File: src/hdl/trip_params.svh
// Constants for the trip supervisor: register offsets, reset values,
// trip codes, link modes and timing counts.
// Assumes a single 10 MHz system clock.
`ifndef TRIP_PARAMS_SVH
`define TRIP_PARAMS_SVH

`define ADDR_W              4
`define REG_IGAIN           4'h0
`define REG_DCBUS           4'h1
`define REG_FAULT           4'h2
`define REG_LIMIT           4'h3
`define REG_DELAY           4'h4
`define REG_MODE            4'h5
`define REG_OVL_LEVEL       4'h6
`define REG_RATED           4'h7
`define REG_POINTER         4'h8
`define REG_STATUS          4'h9
`define REG_OVL_CFG         4'ha

`define RST_IGAIN           16'h0000
`define RST_DCBUS           16'h0000
`define RST_FAULT           8'h00
`define RST_LIMIT           3'h0
`define RST_DELAY           8'h0a
`define RST_MODE            2'h1
`define RST_RATED           16'h0064
`define RST_POINTER         16'h0000
`define LIMIT_MAX           3'h5
`define DELAY_MAX           8'hfa
`define STATUS_CLEAR_BIT    0

// Trip code values are arbitrary
`define CODE_EXTERNAL_FAULT_TRIP           8'h06
`define CODE_OUTPUT_STAGE_OVERCURRENT_TRIP 8'h03
`define CODE_BRAKING_STAGE_OVERCURRENT_TRIP 8'h04
`define CODE_OVERLOAD_TIME_TRIP            8'h14

`define MODE_TWO_WIRE       2'h0
`define MODE_FOUR_WIRE      2'h1
`define MODE_PARAM_OUT      2'h2
`define MODE_PARAM_IN       2'h3

`define SYS_CLK_HZ          10000000
`define TICK_MS             100
`define TICK_CYCLES         (`SYS_CLK_HZ / 1000 * `TICK_MS)
`define QUIET_MIN           5
`define QUIET_TICKS         (`QUIET_MIN * 60 * 1000 / `TICK_MS)
`define OC_HOLD_S           10
`define OC_HOLD_TICKS       (`OC_HOLD_S * 1000 / `TICK_MS)
`define OVL_FULL            7'h64
`define OVL_NUM             21'h000015
`define OVL_DEN             21'h000014

`endif

File: src/hdl/trip_pkg.sv
// Types shared by the trip supervisor.
// Numbers live in trip_params.svh.
package trip_pkg;

	typedef enum logic [1:0] {
		ST_IDLE   = 2'b00,
		ST_WAIT   = 2'b01,
		ST_LOCKED = 2'b10
	} reset_state_t;

	typedef struct packed {
		logic       valid;
		logic [7:0] code;
	} trip_evt_t;

	typedef struct packed {
		logic        valid;
		logic [15:0] data;
	} link_word_t;

endpackage : trip_pkg

File: src/hdl/trip_supervisor.sv
// Fault supervision: last-trip log, auto-reset sequencer, overload
// accumulator and serial-link mode selection with a register port.
// Assumes trip_valid_in, current and link inputs share sys_clk_in;
// only the external trip pin is asynchronous.
//
// The strobed register port and the register addresses are this design's own decisions.
`timescale 1ns/1ps
`include "trip_params.svh"

// Notes on behaviour
// - Every trip logs its code as last fault, unless a higher-ranked trip arrives in the same cycle
// - Last fault holds until a differing trip or a write to the fault register
// - Attempt limit zero disables auto reset
// - Nonzero limit auto-resets trips that many times
// - Same code increments count, different clears it
// - Count at limit blocks further same resets
// - Five quiet minutes clear the reset count
// - External trips never auto-reset
// - Programmable delay before auto reset
// - Over-current trips hold at least ten seconds
// - Mode 0 two-wire, mode 1 four-wire default
// - Mode 2 transmits the pointed parameter value
// - Mode 3 writes received value to pointed parameter
// - Accumulator rises only above 105 percent current
// - Full accumulator trips or restricts current limit
// - Changing rated current clears the accumulator
module trip_supervisor #(
	parameter int TICK_CYCLES = `TICK_CYCLES
) (
	input  wire logic              sys_clk_in,
	input  wire logic              nrst_in,
	input  wire logic [`ADDR_W-1:0] reg_addr_in,
	input  wire logic [15:0]       reg_wdata_in,
	input  wire logic              reg_wr_in,
	input  wire logic              reg_rd_in,
	output logic      [15:0]       reg_rdata_out,
	input  wire logic              trip_valid_in,
	input  wire logic [7:0]        trip_code_in,
	input  wire logic              ext_trip_pin_in,
	input  wire logic [15:0]       total_current_in,
	input  wire logic [15:0]       param_value_in,
	input  wire logic              link_tx_ready_in,
	input  wire logic              link_rx_valid_in,
	input  wire logic [15:0]       link_rx_data_in,
	output logic                   trip_active_out,
	output logic                   auto_reset_out,
	output logic                   overload_trip_out,
	output logic                   current_limit_restrict_out,
	output logic                   link_four_wire_out,
	output logic                   link_tx_valid_out,
	output logic      [15:0]       link_tx_data_out,
	output logic                   param_wr_out,
	output logic      [15:0]       param_sel_out,
	output logic      [15:0]       param_wdata_out
);

	// ==========================================================
	// Reset release and tick
	logic        rst_s1_r;
	logic        rst_n;
	logic [19:0] tick_cnt_r;
	logic [19:0] tick_cnt_nxt;
	logic        tick_r;
	logic        tick_nxt;

	always_ff @(posedge sys_clk_in or negedge nrst_in) begin
		if (!nrst_in) begin
			rst_s1_r <= 1'b0;
			rst_n    <= 1'b0;
		end else begin
			rst_s1_r <= 1'b1;
			rst_n    <= rst_s1_r;
		end
	end

	// One tick per 100 ms keeps every long timer narrow
	always_comb begin
		tick_nxt     = 1'b0;
		tick_cnt_nxt = tick_cnt_r + 20'h00001;
		if (tick_cnt_r >= 20'(TICK_CYCLES - 1)) begin
			tick_cnt_nxt = 20'h00000;
			tick_nxt     = 1'b1;
		end
	end

	always_ff @(posedge sys_clk_in or negedge rst_n) begin
		if (!rst_n) begin
			tick_cnt_r <= 20'h00000;
			tick_r     <= 1'b0;
		end else begin
			tick_cnt_r <= tick_cnt_nxt;
			tick_r     <= tick_nxt;
		end
	end

	// ==========================================================
	// External trip pin
	logic ext_s1_r;
	logic ext_s2_r;
	logic ext_s3_r;
	logic ext_lvl_r;
	logic ext_lvl_nxt;
	logic ext_rise;

	always_comb begin
		ext_lvl_nxt = (ext_s2_r == ext_s3_r) ? ext_s3_r : ext_lvl_r;
		ext_rise    = ext_lvl_nxt && !ext_lvl_r;
	end

	always_ff @(posedge sys_clk_in or negedge rst_n) begin
		if (!rst_n) begin
			ext_s1_r  <= 1'b0;
			ext_s2_r  <= 1'b0;
			ext_s3_r  <= 1'b0;
			ext_lvl_r <= 1'b0;
		end else begin
			ext_s1_r  <= ext_trip_pin_in;
			ext_s2_r  <= ext_s1_r;
			ext_s3_r  <= ext_s2_r;
			ext_lvl_r <= ext_lvl_nxt;
		end
	end

	// ==========================================================
	// Register file
	logic [15:0] igain_r, igain_nxt;
	logic [15:0] dcbus_r, dcbus_nxt;
	logic [2:0]  limit_r, limit_nxt;
	logic [7:0]  delay_r, delay_nxt;
	logic [1:0]  mode_r, mode_nxt;
	logic [15:0] rated_r, rated_nxt;
	logic [15:0] ptr_r, ptr_nxt;
	logic        ovl_cfg_r, ovl_cfg_nxt;
	logic [15:0] rdata_nxt;
	logic        rated_change;
	logic        sw_clear;
	logic        fault_wr;
	logic [7:0]  last_fault_r;
	logic [6:0]  acc_r;
	logic [2:0]  cnt_r;
	trip_pkg::reset_state_t state_r;

	function automatic logic is_wr(input logic [`ADDR_W-1:0] a);
		is_wr = reg_wr_in && (reg_addr_in == a);
	endfunction : is_wr

	always_comb begin
		igain_nxt    = igain_r;
		dcbus_nxt    = dcbus_r;
		limit_nxt    = limit_r;
		delay_nxt    = delay_r;
		mode_nxt     = mode_r;
		rated_nxt    = rated_r;
		ptr_nxt      = ptr_r;
		ovl_cfg_nxt  = ovl_cfg_r;
		rated_change = is_wr(`REG_RATED) && (reg_wdata_in != rated_r);
		sw_clear     = is_wr(`REG_STATUS) && reg_wdata_in[`STATUS_CLEAR_BIT];
		fault_wr     = is_wr(`REG_FAULT);
		if (is_wr(`REG_IGAIN)) begin
			igain_nxt = reg_wdata_in;
		end else if (is_wr(`REG_DCBUS)) begin
			dcbus_nxt = reg_wdata_in;
		end else if (is_wr(`REG_LIMIT)) begin
			// Out-of-range settings clamp to the top of the range
			limit_nxt = (reg_wdata_in > 16'(`LIMIT_MAX)) ?
				`LIMIT_MAX : reg_wdata_in[2:0];
		end else if (is_wr(`REG_DELAY)) begin
			delay_nxt = (reg_wdata_in > 16'(`DELAY_MAX)) ?
				`DELAY_MAX : reg_wdata_in[7:0];
		end else if (is_wr(`REG_MODE)) begin
			mode_nxt = reg_wdata_in[1:0];
		end else if (is_wr(`REG_RATED)) begin
			rated_nxt = reg_wdata_in;
		end else if (is_wr(`REG_POINTER)) begin
			ptr_nxt = reg_wdata_in;
		end else if (is_wr(`REG_OVL_CFG)) begin
			ovl_cfg_nxt = reg_wdata_in[0];
		end
		rdata_nxt = 16'h0000;
		if (!reg_rd_in) begin
			rdata_nxt = 16'h0000;
		end else if (reg_addr_in == `REG_IGAIN) begin
			rdata_nxt = igain_r;
		end else if (reg_addr_in == `REG_DCBUS) begin
			rdata_nxt = dcbus_r;
		end else if (reg_addr_in == `REG_FAULT) begin
			rdata_nxt = {8'h00, last_fault_r};
		end else if (reg_addr_in == `REG_LIMIT) begin
			rdata_nxt = {13'h0000, limit_r};
		end else if (reg_addr_in == `REG_DELAY) begin
			rdata_nxt = {8'h00, delay_r};
		end else if (reg_addr_in == `REG_MODE) begin
			rdata_nxt = {14'h0000, mode_r};
		end else if (reg_addr_in == `REG_OVL_LEVEL) begin
			rdata_nxt = {9'h000, acc_r};
		end else if (reg_addr_in == `REG_RATED) begin
			rdata_nxt = rated_r;
		end else if (reg_addr_in == `REG_POINTER) begin
			rdata_nxt = ptr_r;
		end else if (reg_addr_in == `REG_STATUS) begin
			rdata_nxt = {8'h00, current_limit_restrict_out,
				overload_trip_out, cnt_r, state_r, trip_active_out};
		end else if (reg_addr_in == `REG_OVL_CFG) begin
			rdata_nxt = {15'h0000, ovl_cfg_r};
		end
	end

	always_ff @(posedge sys_clk_in or negedge rst_n) begin
		if (!rst_n) begin
			igain_r       <= `RST_IGAIN;
			dcbus_r       <= `RST_DCBUS;
			limit_r       <= `RST_LIMIT;
			delay_r       <= `RST_DELAY;
			mode_r        <= `RST_MODE;
			rated_r       <= `RST_RATED;
			ptr_r         <= `RST_POINTER;
			ovl_cfg_r     <= 1'b0;
			reg_rdata_out <= 16'h0000;
		end else begin
			igain_r       <= igain_nxt;
			dcbus_r       <= dcbus_nxt;
			limit_r       <= limit_nxt;
			delay_r       <= delay_nxt;
			mode_r        <= mode_nxt;
			rated_r       <= rated_nxt;
			ptr_r         <= ptr_nxt;
			ovl_cfg_r     <= ovl_cfg_nxt;
			reg_rdata_out <= rdata_nxt;
		end
	end

	// ==========================================================
	// Overload accumulator
	logic [6:0]  acc_nxt;
	logic [20:0] cur_scaled;
	logic [20:0] lim_scaled;
	logic        over;
	logic        ovl_trip_nxt;
	logic        restrict_nxt;
	logic        ovl_evt;

	always_comb begin
		cur_scaled = 21'(total_current_in) * `OVL_DEN;
		lim_scaled = 21'(rated_r) * `OVL_NUM;
		over       = cur_scaled > lim_scaled;
		acc_nxt    = acc_r;
		if (rated_change) begin
			acc_nxt = 7'h00;
		end else if (tick_r && over && acc_r < `OVL_FULL) begin
			acc_nxt = acc_r + 7'h01;
		end else if (tick_r && !over && acc_r != 7'h00) begin
			// Cools down one step per tick at or below the threshold
			acc_nxt = acc_r - 7'h01;
		end
		ovl_trip_nxt = !ovl_cfg_r && (acc_r == `OVL_FULL);
		restrict_nxt = ovl_cfg_r && (acc_r == `OVL_FULL);
		ovl_evt      = ovl_trip_nxt && !overload_trip_out;
	end

	always_ff @(posedge sys_clk_in or negedge rst_n) begin
		if (!rst_n) begin
			acc_r                      <= 7'h00;
			overload_trip_out          <= 1'b0;
			current_limit_restrict_out <= 1'b0;
		end else begin
			acc_r                      <= acc_nxt;
			overload_trip_out          <= ovl_trip_nxt;
			current_limit_restrict_out <= restrict_nxt;
		end
	end

	// ==========================================================
	// Trip log and auto-reset sequencer
	trip_pkg::trip_evt_t    evt;
	trip_pkg::reset_state_t state_nxt;
	logic [7:0]  last_fault_nxt;
	logic [2:0]  cnt_nxt;
	logic [11:0] quiet_r, quiet_nxt;
	logic [7:0]  wait_r, wait_nxt;
	logic [7:0]  target_r, target_nxt;
	logic        active_nxt;
	logic        auto_nxt;
	logic        same;
	logic        is_oc;
	logic        allow;

	// Pin trips outrank internal ones when they coincide
	always_comb begin
		evt.valid = ext_rise || ovl_evt || trip_valid_in;
		evt.code  = ext_rise ? `CODE_EXTERNAL_FAULT_TRIP :
			ovl_evt ? `CODE_OVERLOAD_TIME_TRIP : trip_code_in;
	end

	always_comb begin
		state_nxt      = state_r;
		last_fault_nxt = last_fault_r;
		cnt_nxt        = cnt_r;
		quiet_nxt      = quiet_r;
		wait_nxt       = wait_r;
		target_nxt     = target_r;
		active_nxt     = trip_active_out;
		auto_nxt       = 1'b0;
		same  = evt.code == last_fault_r;
		is_oc = evt.code == `CODE_OUTPUT_STAGE_OVERCURRENT_TRIP ||
			evt.code == `CODE_BRAKING_STAGE_OVERCURRENT_TRIP;
		if (evt.valid) begin
			last_fault_nxt = evt.code;
			if (!same) begin
				cnt_nxt = 3'h0;
			end else if (cnt_r < limit_r) begin
				cnt_nxt = cnt_r + 3'h1;
			end
			allow = (limit_r != 3'h0) && (cnt_nxt < limit_r) &&
				(evt.code != `CODE_EXTERNAL_FAULT_TRIP);
			state_nxt  = allow ? trip_pkg::ST_WAIT : trip_pkg::ST_LOCKED;
			target_nxt = (is_oc && delay_r <= 8'(`OC_HOLD_TICKS)) ?
				8'(`OC_HOLD_TICKS + 1) : delay_r;
			wait_nxt   = 8'h00;
			quiet_nxt  = 12'h000;
			active_nxt = 1'b1;
		end else begin
			allow = 1'b0;
			if (fault_wr) begin
				last_fault_nxt = reg_wdata_in[7:0];
			end
			if (tick_r) begin
				if (quiet_r >= 12'(`QUIET_TICKS)) begin
					quiet_nxt = 12'h000;
					cnt_nxt   = 3'h0;
				end else begin
					quiet_nxt = quiet_r + 12'h001;
				end
			end
			if (sw_clear) begin
				state_nxt  = trip_pkg::ST_IDLE;
				active_nxt = 1'b0;
			end else if (state_r == trip_pkg::ST_WAIT) begin
				if (wait_r >= target_r) begin
					state_nxt  = trip_pkg::ST_IDLE;
					active_nxt = 1'b0;
					auto_nxt   = 1'b1;
				end else if (tick_r) begin
					wait_nxt = wait_r + 8'h01;
				end
			end
		end
	end

	always_ff @(posedge sys_clk_in or negedge rst_n) begin
		if (!rst_n) begin
			state_r         <= trip_pkg::ST_IDLE;
			last_fault_r    <= `RST_FAULT;
			cnt_r           <= 3'h0;
			quiet_r         <= 12'h000;
			wait_r          <= 8'h00;
			target_r        <= 8'h00;
			trip_active_out <= 1'b0;
			auto_reset_out  <= 1'b0;
		end else begin
			state_r         <= state_nxt;
			last_fault_r    <= last_fault_nxt;
			cnt_r           <= cnt_nxt;
			quiet_r         <= quiet_nxt;
			wait_r          <= wait_nxt;
			target_r        <= target_nxt;
			trip_active_out <= active_nxt;
			auto_reset_out  <= auto_nxt;
		end
	end

	// ==========================================================
	// Serial link mode
	trip_pkg::link_word_t tx_nxt;
	trip_pkg::link_word_t wr_nxt;

	always_comb begin
		tx_nxt.valid = (mode_r == `MODE_PARAM_OUT) && link_tx_ready_in;
		tx_nxt.data  = tx_nxt.valid ? param_value_in : link_tx_data_out;
		wr_nxt.valid = (mode_r == `MODE_PARAM_IN) && link_rx_valid_in;
		wr_nxt.data  = wr_nxt.valid ? link_rx_data_in : param_wdata_out;
	end

	always_ff @(posedge sys_clk_in or negedge rst_n) begin
		if (!rst_n) begin
			link_four_wire_out <= 1'b1;
			link_tx_valid_out  <= 1'b0;
			link_tx_data_out   <= 16'h0000;
			param_wr_out       <= 1'b0;
			param_wdata_out    <= 16'h0000;
			param_sel_out      <= `RST_POINTER;
		end else begin
			link_four_wire_out <= mode_r == `MODE_FOUR_WIRE;
			link_tx_valid_out  <= tx_nxt.valid;
			link_tx_data_out   <= tx_nxt.data;
			param_wr_out       <= wr_nxt.valid;
			param_wdata_out    <= wr_nxt.data;
			param_sel_out      <= ptr_r;
		end
	end
endmodule : trip_supervisor

File: config.mk
export PLATFORM = sky130hd
export DESIGN_NAME = trip_supervisor
export DESIGN_NICKNAME = d
export VERILOG_FILES = /design/src/hdl/trip_pkg.sv /design/src/hdl/trip_supervisor.sv
export VERILOG_INCLUDE_DIRS = /design/src /design/src/hdl
export SDC_FILE = /design/constraint.sdc
export NUM_CORES = 1
export LEC_CHECK = 0
export ABC_AREA = 1
export BUFFER_PORTS_ARGS = -buffer_cell sky130_fd_sc_hd__buf_2
export CAP_MARGIN = 0
export CORE_ASPECT_RATIO = 0.5
export CORE_MARGIN = 1.5
export CORE_UTILIZATION = 48
export CTS_CLUSTER_DIAMETER = 100
export DETAILED_ROUTE_END_ITERATION = 6
export PLACE_DENSITY = 0.73
export RECOVER_POWER = 100
export SYNTH_ARGS = -nofsm -noshare
export SYNTH_HDL_FRONTEND = slang
export SYNTH_SLANG_ARGS = --single-unit
File: constraint.sdc
create_clock -name sys_clk_in -period 6.3 [get_ports sys_clk_in]
set_input_delay 0.315 -clock sys_clk_in [delete_from_list [all_inputs] [get_ports sys_clk_in]]
set_output_delay 0.315 -clock sys_clk_in [all_outputs]
set_load 0.02 [all_outputs]
==> flow_summary.yaml <==
worst_setup_path:
  critical_path.slowest_cell: "dfstp_2"
  critPathCaptureType: "flip-flop"
  rr_startpoint: "rated_r[6]$_DFFE_PN1P_"
  worstPathArrival_ns: 6.27
  crit_type: "flip-flop to flip-flop"
  rr_endpoint: "acc_r[6]$_DFFE_PN0P_"
  slowest_delay_ns: 0.61
  crit_fanout: 7
  cp-start-kind: "flip-flop"
  crit_buf_inv: 3
  r2r_slack_ns: 0.44
  cp_top_family: "adder cells"
  r2r_cells: 30
  required_ns: 6.71
drt:
  antenna_left: 0
  dr.pass1.iters: 6
  vias: 11300
  drt-total-wl_mm: 33.1
  drc_errors: 0
  drt-initial-drc-count: 785
  drt-vias-per-instance: 5.30
  post_drt_wl_per_cell_um: 15.5
yosys:
  synthTopCellsByArea: "dfrtp_1 41%, ha_1 11%, nand2_1 10%"
  synth.top_cell.area_share_pct: 41.2
  ys_seq_area_share_pct: 42.6
  synthArstFlopShare_pct: 100
  avgSynthCellArea_sq_um: 8.32
  synth.largest_area_cell: "dfrtp_1"
  synth_commonest_cells: "363 x nand2_1, 217 x dfrtp_1, 211 x inv_1"
  synth_most_common_cell: "nand2_1"
  syn-cell-area_sq_mm: 0.0132
  synth_edf_count: 0
  synth.distinct_cells: 53
  ys_ff_latch: 224
  netlist_instances: 1583
  synth.net_count: 1800
  synth_ff_type: "dfrtp_1"
  ys_warn_count: 0
timing:
  period_share_pct: 93.0
  maxSlewViolCount: 225
  hold_viol: 0
  tightest_slew_ns: 2.42
  skew_ns: 0.0134
  fin_crit_ns: 5.86
  whs_ns: 0.00754
  finalSetupViolCount: 0
  max_slew_margin_pct: -61.6
  fin_tns_setup_ns: 0
  rsz0062_at_grt: "false"
  fmax_ghz: 0.171
outcome:
  violations: "capacitance limit, slew limit"
  outcome: "complete, but fails checks"
die:
  start_util_pct: 49.3
  die_w_um: 237
  die_height_um: 120
  die-area_sq_mm: 0.0285
  fp.coreArea_sq_mm: 0.0267
  rows: 42
  io_pins: 155
global_route:
  grt_pass1_vias: 10700
  antenna_found_initial: 4
  grt_first_pass_wirelength_mm: 53.8
  gr-usage-all-layers_pct: 23.4
  grt_max_degree: 178
  grt_remaining_overflow: 0
clock_tree:
  cts_resized: 0
  cts.htree.levels: 1
  postCtsHoldBufs: 29
  cts_setup_buffers: 0
  cts_sinks: 224
  root_buffer: "clkbuf_16"
  cts_made_buffers: 22
  cts_tree: "done"
  clk_path_buf_depth: 3
  cts.clk_slew.worst_paths_ns: 0.07
  clock_latency_ns: 0.52
pwr:
  power_switching_mw: 2.33
  p_per_area_mw_per_mm2: 378
  switching_share_pct: 40.8
  p_total_mw: 5.72
  p_int_mw: 3.38
  clockPowerShare_pct: 22.2
  comb_power_share_pct: 44.9
  power_frac_seq_pct: 32.9
  p_leak_nw: 7.64
  ir_drop_v: 0.000231
final_layout:
  final_nets: 1983
  drive_above_1_share_pct: 7.74
  fin_area_sq_mm: 0.0151
  areaGrowthSynthToFinish_pct: 14.8
  largest_register_ffs: 20
  nFillCells: 2449
  finish.utilization_pct: 56.7
  top_register: "tick_cnt_r"
worst_hold_path:
  min_path_type: "primary input to flip-flop"
  hold_start: "param_value_in[4]"
  holdPathStages: 3
  min_to: "link_tx_data_out[4]$_DFFE_PN0P_"
placement:
  place_area_sq_mm: 0.0143
  io_buffers: 154
  dp_hpwl_mm: 24.2
  place_congestion: 0.926
flow_run:
  drv_cap: 2
stage by stage:
stage	worst slack (ns)	cells
after global routing	0.0853	2136
after detailed placement	0.494	2065
final	0.440	2136
after global placement	0.609	2065
after floorplan	0.953	1583
after CTS	0.477	2134
power groups by stage:
stage	combinational [mW]	clock (mW)	sequential, mW
after CTS	2.62	1.30	1.88
after global routing	2.92	1.36	1.91
after floorplan	1.78	0	2.04
after global placement	2.53	0	1.89
after detailed placement	2.58	0	1.90
final	2.57	1.27	1.88
tightest hold or removal path: cells and delay by family:
| kind | cells | cell delay (ns) |
|---|---|---|
| buffers and inverters | 1 | 0.08 |
| and+or+nand+nor | 2 | 0.10 |
metal layers:
layer  up-vias  global-route usage (%)  routed length [um]
met2       295                    38.7               15400
met1      5348                    31.7               14800
met3        63                    4.53                2050
met5         -                       0                  11
met4         2                    6.13                 788
li1       5610                       -                   -
how the worst max path moves through the flow:
stage,start,endpoint,slack (ns),cells after the start
global route,rated_r[6]$_DFFE_PN1P_,acc_r[6]$_DFFE_PN0P_,0.09,30
CTS,rated_r[6]$_DFFE_PN1P_,acc_r[6]$_DFFE_PN0P_,0.48,30
finish,rated_r[6]$_DFFE_PN1P_,acc_r[6]$_DFFE_PN0P_,0.44,30
floorplan,rated_r[6]$_DFFE_PN1P_,acc_r[6]$_DFFE_PN0P_,0.95,30
global placement,rated_r[6]$_DFFE_PN1P_,acc_r[6]$_DFFE_PN0P_,0.61,30
detailed placement,rated_r[6]$_DFFE_PN1P_,acc_r[6]$_DFFE_PN0P_,0.49,30
cell type report:
cell class              instances  area [sq um]  share of cell area [%]
multi-input cells            1111          6570                    43.4
flip-flops and latches        224          5610                    37.1
repair buffers                189           998                    6.60
inverters                     218           818                    5.41
clock buffers                  32           629                    4.16
well taps                     352           440                    2.91
clock inverters                 8          50.0                   0.331
diodes                          2          5.00                  0.0331
cell usage in the layout (no fill, tap or decap), types with 27 or more instances in the layout:
master,count
a21oi_1,98
clkbuf_1,85
dlygate4sd3_1,29
dfrtp_1,217
inv_1,213
o21ai_0,142
nand3_1,63
buf_2,80
nand2_1,364
nand4_1,27
ha_1,120
xor2_1,40
nor2_1,102
logic make-up after synthesis:
| logic type | after synthesis | synth area share [%] |
|---|---|---|
| other | 1 | 0.0285 |
| XOR/XNOR | 55 | 3.66 |
| AND/OR/NAND/NOR | 604 | 19.5 |
| adder cells (fa/ha/maj) | 134 | 13.5 |
| flip-flops | 224 | 42.6 |
| AO/OA/AOI/OAI | 317 | 13.5 |
| buffers and inverters | 248 | 7.22 |
Note: power is estimated with default switching activity, not from simulation.
